===== src/inc/sfap_pkg.sv =====
package sfap_pkg;
	// register indexes on the plain register port
	localparam logic [3:0] SFAP_REG_STATUS = 4'h0;
	localparam logic [3:0] SFAP_REG_OP_START = 4'h1;
	localparam logic [3:0] SFAP_REG_OP_END = 4'h2;
	localparam logic [3:0] SFAP_REG_OP_CTRL = 4'h3;
	localparam logic [3:0] SFAP_REG_RESULT = 4'h4;
	// status word layout
	localparam int SFAP_BP_LSB = 2;
	localparam int SFAP_TB_BIT = 5;
	localparam int SFAP_SEC_BIT = 6;
	localparam int SFAP_QE_BIT = 9;
	localparam int SFAP_LB_LSB = 11;
	localparam int SFAP_CMP_BIT = 14;
	localparam logic [15:0] SFAP_STATUS_WMASK = 16'h427c;
	localparam logic [15:0] SFAP_LB_MASK = 16'h3800;
	localparam logic [15:0] SFAP_STATUS_RST = 16'h0000;
	// op control layout
	localparam int SFAP_OPC_SECREG_BIT = 0;
	localparam int SFAP_OPC_IDX_LSB = 1;
	// result layout
	localparam int SFAP_RES_GO_BIT = 0;
	localparam int SFAP_RES_REJ_BIT = 1;
	localparam int SFAP_RES_LOCK_BIT = 2;
	localparam logic [2:0] SFAP_RESULT_RST = 3'h0;
	// array geometry
	localparam int SFAP_AW = 24;
	localparam logic [23:0] SFAP_ARRAY_BYTES = 24'h200000;
	localparam logic [23:0] SFAP_BLOCK_BYTES = 24'h010000;
	localparam logic [23:0] SFAP_SECTOR_BYTES = 24'h001000;
	localparam logic [23:0] SFAP_ADDR_RST = 24'h000000;
endpackage : sfap_pkg


===== src/inc/sfap_prot_if.sv =====
interface sfap_prot_if;
	logic [2:0] code;
	logic sec;
	logic tb;
	logic [23:0] r_lo;
	logic [23:0] r_hi;
	logic r_none;
	logic r_all;
	modport dec (input code, input sec, input tb,
		output r_lo, output r_hi, output r_none, output r_all);
	modport use_side (output code, output sec, output tb,
		input r_lo, input r_hi, input r_none, input r_all);
endinterface : sfap_prot_if


===== src/hw/sfap_top.sv =====
// The implementer's own choices: the strobed register port and the placing of the registers.
module sfap_top
	import sfap_pkg::*;
(
	input wire logic clock,
	input wire logic sys_rst,
	input wire logic [3:0] reg_addr,
	input wire logic [31:0] reg_wdata,
	input wire logic reg_wr,
	input wire logic reg_rd,
	output logic [31:0] reg_rdata,
	input wire logic wp_n_pin,
	input wire logic hold_n_pin,
	output logic wp_asserted,
	output logic pause_asserted,
	output logic quad_io_en,
	output logic [1:0] quad_io_hi_data,
	output logic op_go,
	output logic op_reject,
	output logic [23:0] op_start,
	output logic [23:0] op_end
);
	logic [15:0] status_q, status_d;
	logic [23:0] start_q, end_q;
	logic [2:0] result_q, result_d;
	logic go_q, rej_q;
	logic [31:0] rdata_q, rdata_d;
	logic wp_s1_q, wp_s2_q, hold_s1_q, hold_s2_q;

	sfap_prot_if pif ();
	sfap_range u_range (
		.pif(pif)
	);

	function automatic logic hits_range(input logic [23:0] s,
		input logic [23:0] e, input logic [23:0] lo, input logic [23:0] hi);
		hits_range = (s <= hi) && (e >= lo);
	endfunction : hits_range

	function automatic logic inside_range(input logic [23:0] s,
		input logic [23:0] e, input logic [23:0] lo, input logic [23:0] hi);
		inside_range = (s >= lo) && (e <= hi);
	endfunction : inside_range

	wire cmp = status_q[SFAP_CMP_BIT];
	wire qe = status_q[SFAP_QE_BIT];
	wire [2:0] lock_bits = status_q[SFAP_LB_LSB +: 3];
	assign pif.code = status_q[SFAP_BP_LSB +: 3];
	assign pif.sec = status_q[SFAP_SEC_BIT];
	assign pif.tb = status_q[SFAP_TB_BIT];

	wire wr_status = reg_wr && (reg_addr == SFAP_REG_STATUS);
	wire wr_start = reg_wr && (reg_addr == SFAP_REG_OP_START);
	wire wr_end = reg_wr && (reg_addr == SFAP_REG_OP_END);
	wire op_kick = reg_wr && (reg_addr == SFAP_REG_OP_CTRL);
	wire secreg_op = reg_wdata[SFAP_OPC_SECREG_BIT];
	wire [1:0] secreg_idx = reg_wdata[SFAP_OPC_IDX_LSB +: 2];

	// lock bits only ever gain ones; the other fields in SFAP_STATUS_WMASK take the written value, all remaining bits stay zero
	assign status_d = wr_status ? (((reg_wdata[15:0] & SFAP_STATUS_WMASK)
		& ~SFAP_LB_MASK) | ((reg_wdata[15:0] | status_q) & SFAP_LB_MASK))
		: status_q;

	// plain range when complement is clear, its inverse when set
	wire plain_hit = !pif.r_none && (pif.r_all ||
		hits_range(start_q, end_q, pif.r_lo, pif.r_hi));
	wire comp_hit = !pif.r_all && (pif.r_none ||
		!inside_range(start_q, end_q, pif.r_lo, pif.r_hi));
	wire array_hit = cmp ? comp_hit : plain_hit;
	wire bad_span = end_q < start_q;
	// index 0 names no security register, so it is refused too;
	// the padded vector keeps the select in range for every index
	wire [3:0] lock_vec = {lock_bits, 1'b1};
	wire lock_hit = lock_vec[secreg_idx];
	wire refuse = secreg_op ? lock_hit : (bad_span || array_hit);

	assign result_d = op_kick ? {secreg_op && lock_hit, refuse, !refuse}
		: result_q;

	always_comb begin
		case (reg_addr)
			SFAP_REG_STATUS: rdata_d = {16'h0000, status_q};
			SFAP_REG_OP_START: rdata_d = {8'h00, start_q};
			SFAP_REG_OP_END: rdata_d = {8'h00, end_q};
			SFAP_REG_RESULT: rdata_d = {29'h0, result_q};
			default: rdata_d = 32'h00000000;
		endcase
		if (!reg_rd) begin
			rdata_d = 32'h00000000;
		end
	end

	always_ff @(posedge clock or posedge sys_rst) begin
		if (sys_rst) begin
			status_q <= SFAP_STATUS_RST;
			start_q <= SFAP_ADDR_RST;
			end_q <= SFAP_ADDR_RST;
			result_q <= SFAP_RESULT_RST;
			go_q <= 1'b0;
			rej_q <= 1'b0;
			rdata_q <= 32'h00000000;
		end else begin
			status_q <= status_d;
			start_q <= wr_start ? reg_wdata[23:0] : start_q;
			end_q <= wr_end ? reg_wdata[23:0] : end_q;
			result_q <= result_d;
			go_q <= op_kick && !refuse;
			rej_q <= op_kick && refuse;
			rdata_q <= rdata_d;
		end
	end

	// pins are asynchronous to the clock
	always_ff @(posedge clock or posedge sys_rst) begin
		if (sys_rst) begin
			wp_s1_q <= 1'b1;
			wp_s2_q <= 1'b1;
			hold_s1_q <= 1'b1;
			hold_s2_q <= 1'b1;
		end else begin
			wp_s1_q <= wp_n_pin;
			wp_s2_q <= wp_s1_q;
			hold_s1_q <= hold_n_pin;
			hold_s2_q <= hold_s1_q;
		end
	end

	// a strapped pin would force a data bit in quad mode; host must avoid it
	assign wp_asserted = !qe && !wp_s2_q;
	assign pause_asserted = !qe && !hold_s2_q;
	assign quad_io_en = qe;
	assign quad_io_hi_data = qe ? {hold_s2_q, wp_s2_q} : 2'h0;

	assign reg_rdata = rdata_q;
	assign op_go = go_q;
	assign op_reject = rej_q;
	assign op_start = start_q;
	assign op_end = end_q;

	// checks
	property p_lock_sticky;
		@(posedge clock) disable iff (sys_rst)
		$past(lock_bits) != 3'h0 |-> ((lock_bits & $past(lock_bits))
			== $past(lock_bits));
	endproperty
	a_lock_sticky: assert property (p_lock_sticky)
		else $error("lock bit cleared");

	property p_lock_set;
		@(posedge clock) disable iff (sys_rst)
		wr_status && reg_wdata[SFAP_LB_LSB] |=> lock_bits[0];
	endproperty
	a_lock_set: assert property (p_lock_set)
		else $error("lock bit not set by status write");

	property p_locked_refused;
		@(posedge clock) disable iff (sys_rst)
		op_kick && secreg_op && secreg_idx != 2'h0 &&
			lock_bits[2'(secreg_idx - 2'h1)] |=> op_reject && !op_go;
	endproperty
	a_locked_refused: assert property (p_locked_refused)
		else $error("locked security register accepted");

	property p_qe_read;
		@(posedge clock) disable iff (sys_rst)
		reg_rd && reg_addr == SFAP_REG_STATUS ##1 !$past(wr_status)
			|-> reg_rdata[SFAP_QE_BIT] == $past(qe);
	endproperty
	a_qe_read: assert property (p_qe_read)
		else $error("quad enable readback wrong");

	property p_wp_ctrl;
		@(posedge clock) disable iff (sys_rst)
		!qe && !wp_n_pin ##1 !wp_n_pin ##1 !qe |-> wp_asserted;
	endproperty
	a_wp_ctrl: assert property (p_wp_ctrl)
		else $error("write protect not seen");

	property p_quad_frees_pins;
		@(posedge clock) disable iff (sys_rst)
		quad_io_en |-> !wp_asserted && !pause_asserted && quad_io_hi_data
			== {$past(hold_n_pin, 2), $past(wp_n_pin, 2)};
	endproperty
	a_quad_frees_pins: assert property (p_quad_frees_pins)
		else $error("control pin active in quad mode");

	property p_code0_open;
		@(posedge clock) disable iff (sys_rst)
		op_kick && !secreg_op && !cmp && pif.code == 3'h0 && !bad_span
			|=> op_go;
	endproperty
	a_code0_open: assert property (p_code0_open)
		else $error("unprotected op refused");

	property p_all_closed;
		@(posedge clock) disable iff (sys_rst)
		op_kick && !secreg_op && (cmp ? pif.code == 3'h0
			: pif.code[2:1] == 2'h3) |=> op_reject;
	endproperty
	a_all_closed: assert property (p_all_closed)
		else $error("fully protected array accepted op");

	property p_one_answer;
		@(posedge clock) disable iff (sys_rst)
		op_kick |=> (op_go ^ op_reject) ##1 !op_go && !op_reject
			|| $past(op_kick);
	endproperty
	a_one_answer: assert property (p_one_answer)
		else $error("op answer not exactly one pulse");

	property p_bad_span;
		@(posedge clock) disable iff (sys_rst)
		op_kick && !secreg_op && bad_span |=> op_reject;
	endproperty
	a_bad_span: assert property (p_bad_span)
		else $error("reversed span accepted");

	c_go: cover property (@(posedge clock) disable iff (sys_rst) op_go);
	c_rej: cover property (@(posedge clock) disable iff (sys_rst)
		op_reject && cmp);
	c_lock: cover property (@(posedge clock) disable iff (sys_rst)
		lock_bits == 3'h7);
endmodule : sfap_top


===== src/hw/sfap_range.sv =====
// decodes the uncomplemented protected range from the block-protect fields
module sfap_range
	import sfap_pkg::*;
(
	sfap_prot_if.dec pif
);
	wire [2:0] sec_shift;
	wire [2:0] blk_shift;
	wire [23:0] size;
	// 10x with small units both mean 32KB
	assign sec_shift = pif.code[2] ? 3'h3 : 3'(pif.code - 3'h1);
	assign blk_shift = 3'(pif.code - 3'h1);
	assign size = pif.sec ? (SFAP_SECTOR_BYTES << sec_shift)
		: (SFAP_BLOCK_BYTES << blk_shift);
	assign pif.r_none = (pif.code == 3'h0);
	assign pif.r_all = (pif.code[2:1] == 2'h3);
	assign pif.r_lo = pif.tb ? 24'h000000 : 24'(SFAP_ARRAY_BYTES - size);
	assign pif.r_hi = pif.tb ? 24'(size - 24'h000001)
		: 24'(SFAP_ARRAY_BYTES - 24'h000001);
endmodule : sfap_range


===== config.mk =====
export PLATFORM = sky130hd
export DESIGN_NAME = sfap_top
export DESIGN_NICKNAME = d
export VERILOG_FILES = /design/src/inc/sfap_pkg.sv /design/src/inc/sfap_prot_if.sv /design/src/hw/sfap_top.sv /design/src/hw/sfap_range.sv
export SDC_FILE = /design/constraint.sdc
export NUM_CORES = 1
export LEC_CHECK = 0
export BUFFER_PORTS_ARGS = -buffer_cell sky130_fd_sc_hd__buf_2
export CAP_MARGIN = 20
export CORE_MARGIN = 2
export CORE_UTILIZATION = 50
export CTS_CLUSTER_SIZE = 14
export DETAILED_ROUTE_END_ITERATION = 8
export GPL_TIMING_DRIVEN = 1
export PLACE_DENSITY = 0.82
export SLEW_MARGIN = 5
export SYNTH_ARGS = -nofsm -noshare
export SYNTH_HDL_FRONTEND = slang
export SYNTH_SLANG_ARGS = --single-unit
export TNS_END_PERCENT = 10

===== constraint.sdc =====
create_clock -name clock -period 4.1 [get_ports clock]
set_input_delay 0.205 -clock clock [delete_from_list [all_inputs] [get_ports clock]]
set_output_delay 0.205 -clock clock [all_outputs]
set_load 0.01 [all_outputs]

==> impl_results.md <==
- Result of the run: finished clean
- Effective utilization at floorplan: 51.8%
- Post-synthesis xor/xnor area fraction: 1.61%
- Clock insertion delay at the later pin of the skew report: 360 ps
- Post-synthesis compound-gate area fraction: 13.1%
- CP bufs+invs: 1
- Max Cap Viol: 0
- DIE WIDTH: 113 um
- Worst relative slew slack: 49.0%
- Final total negative setup slack: 0 ps
- Maximum operating frequency: 260 MHz
- Sequential share of power: 33.7%
- Critical path type: register to register
- Net switching power figure: 1.56 mW
- Wire length of the first global-routing pass: 26600 um
- Combinational Power Share: 44.3%
- Via count of the first global-routing pass: 5182
- Peak supply drop: 0.427 mV
- Global routing met1 resource utilization: 33.4%
- CTS root buf: clkbuf_16
- Synth Warn #: 0
- Power density over the cells: 548 nW/um^2
- Number of flops mapped to enable cells by yosys: 0
- Post-DP HPWL: 12600 um
- Clock share of power: 22.0%
- Global placer's final weighted congestion: 0.984
- Placed cell areas: 6740 um^2
- Final hold viol count: 0
- Met3 capacity usage during global routing: 6.38%
- Layer with the highest usage after global routing: met2
- Maximum number of pins on one net before global-route repair: 48
- Transition at the pin with the smallest max-transition slack: 764 ps
- Post-Layout Inst Area: 7110 um^2
- Standard-cell rows: 39
- Top-level I/O count: 129
- Core region area: 11600 um^2
- Startpoint type of the worst setup path: register
- Count of H-tree levels built during CTS: 3
- Number of nets still failing antenna checks after routing: 0
- Share of the clock period used by the worst path after layout: 93.9%
- Maximum single-stage delay on the critical path: 550 ps
- Drt via density: 6.01
- Total number of vias: 5288
- Die Footprint: 12900 um^2
- Total global routing track utilization: 26.5%
- Critical path required time: 4390 ps
- Crit-path slowest cell: or4b_4
- Predominant post-synthesis flop cell: dfrtp_1
- CTS sink cnt: 91
- Post-synthesis sequential element count: 91
- Layout-stage area growth over the synthesis result: 18.8%
- DRC marker count from the first detailed-route iteration: 392
- DRC errors left: 0
- Yosys top cell by area: dfrtp_1
- Switching power share of the total: 40.1%
- Antenna cell count: 0
- Share of synthesized area occupied by flip-flops and latches: 38.1%
- Main combinational cell family by area after synthesis: adder cells
- RSZ-0062 raised after global routing: false
- Cell-by-cell trace of the critical path: inv_2 -> ha_1 -> ha_4 -> nor2b_1 -> a32o_2 -> or4b_4 -> o21ai_1 -> a21oi_1 -> nand3b_1 -> ha_1 -> and4_1 -> nand2_1 -> o21bai_1 -> a311o_1 -> o32ai_2 -> o21a_1
- Clock tree from TritonCTS: built
- Clock slew at reported path FFs: 60 ps
- Worst Path Max Fanout: 6
- Setup crit end kind: register
- Worst path top cell family by delay: compound AO/OA/AOI/OAI gates
- Multiplexer area fraction after synthesis: 11.0%
- Basic-gate share of the synthesized area counting and, or, nand and nor cells: 15.1%
- Fraction of layout cells with a size suffix above 1: 28.9%
- Top-count cell post-synth: dfrtp_1
- Buffer levels on the longest clock path: 2
- Final setup violation count: 0
- Proportion of netlist area held by the largest area contributor: 36.3%
- Cell area after technology mapping: 5990 um^2
- Number of instances in the synthesized netlist: 608
- Share of synthesized cell area in full adder, half adder and majority cells: 16.5%
- Worst Hold Class: input port to register
- Synth async-reset ratio: 100%
- WL/cell: 18.9 um
- Setup bufs post-CTS: 0
- Worst EP arrival: 4140 ps
- Met2 usage in global routing: 44.0%
- Remaining global-route overflow: 0
- Unique masters post-synth: 60
- Initial antenna violation count: 0
- Drt pass-1 iters: 8
- Worst path most repeated cell: ha_1
- Nets: 853
- Clock Skew: 5.88 ps
- Final Routed Wirelength: 16700 um
- CTS buffer count: 9
- Number of buffers added on ports: 112
- Number of pins exceeding their max-slew limit in the final report: 0
- Top area cells in the synthesized netlist: dfrtp_1 36%, ha_1 17%, mux2_2 9.0%
- Avg Synthesized Cell Area: 9.85 um^2
- Leakage power of the design: 3.55 nW
- Fillers: 969
- Commonest cells post-synth: 87 x dfrtp_1, 79 x ha_1, 56 x nor2_1, 55 x nand2_1, 48 x mux2_2
- Die outline height: 113 um
- Minimum clock period: 3850 ps
- Int Power: 2.33 mW
[metrics by stage]
stage / cells / setup slack, ps / hold slack (ps) / util, % / power (mW)
final: 880 / 252 / 72.1 / 61.5 / 3.90
after CTS: 880 / 67.3 / 61.9 / 61.2 / 3.86
after global placement: 861 / 188 / 311 / 58.3 / 2.89
after detailed placement: 861 / 93.5 / 311 / 58.3 / 2.98
after global routing: 880 / 23.0 / 80.4 / 61.5 / 4.18
after floorplan: 615 / 235 / 209 / - / 2.41
[power groups by stage]
stage	combinational, mW	clock [mW]	sequential (mW)
2_1_floorplan	1.14	0	1.27
3_3_place_gp	1.59	0	1.30
3_5_place_dp	1.66	0	1.32
4_1_cts	1.68	0.874	1.30
5_1_grt	1.94	0.908	1.33
6_report	1.73	0.857	1.31
[kinds of logic after synthesis]
family	Yosys count
AO/OA/AOI/OAI	122
XOR/XNOR	11
adder cells (fa/ha/maj)	79
buffers and inverters	58
flip-flops	91
multiplexers	60
other	1
AND/OR/NAND/NOR	186
[cell type report]
| cell class | instances | area [um^2] | area share [%] |
|---|---|---|---|
| multi-input cells | 466 | 3500 | 49.2 |
| flip-flops and latches | 91 | 2280 | 32.1 |
| repair buffers | 133 | 726 | 10.2 |
| clock buffers | 11 | 253 | 3.55 |
| well taps | 143 | 179 | 2.51 |
| inverters | 31 | 118 | 1.65 |
| clock inverters | 5 | 60.1 | 0.844 |
[path summary, 6_finish.rpt]
check	from	slack, ps	cells after the start	endpoint
min reg2reg	hold_s1_q$_DFF_PP1_	360	0	hold_s2_q$_DFF_PP1_
min in group asynchronous	sys_rst	510	3	op_start[1]$_DFFE_PP0P_
max in group asynchronous	sys_rst	2540	4	op_end[14]$_DFFE_PP0P_
max	status_q[2]$_DFFE_PP0P_	250	16	op_reject$_DFF_PP0_
max reg2reg	status_q[2]$_DFFE_PP0P_	250	16	op_reject$_DFF_PP0_
min	reg_wdata[11]	70	2	status_q[11]$_DFFE_PP0P_
[state kept, by name (all words and copies together), names as in the netlist]
name       count
reg_rdata     24
hold_s2_q      1
op_go          1
wp_s2_q        1
op_end        24
op_start      24
result_q       3
hold_s1_q      1
status_q      10
wp_s1_q        1
op_reject      1
[what timing repair did]
| action | CTS | global route |
|---|---|---|
| setup endpoints to repair | 0 | 4 |
| resized for setup | 0 | 8 |
| hold buffers | 3 | 0 |
| hold endpoints to repair | 46 | 0 |
[layer usage]
| layer | vias up | wire, um |
|---|---|---|
| met4 | 0 | 489 |
| met2 | 255 | 7900 |
| li1 | 2434 | - |
| met5 | - | 0 |
| met3 | 46 | 1240 |
| met1 | 2553 | 7040 |
[placed cells by master, fill, tap and decap left out, types with 11 or more instances in the layout]
cell and instances:
nor2_1 56, o21ai_0 21, mux2_2 48, dfrtp_1 87, a21o_1 11, buf_4 18, mux2i_1 12, nand4_1 16
buf_2 112, ha_1 78, inv_1 28, nand2_1 55, a21oi_1 39, a22oi_1 13
(Power assumes the default switching activity.)
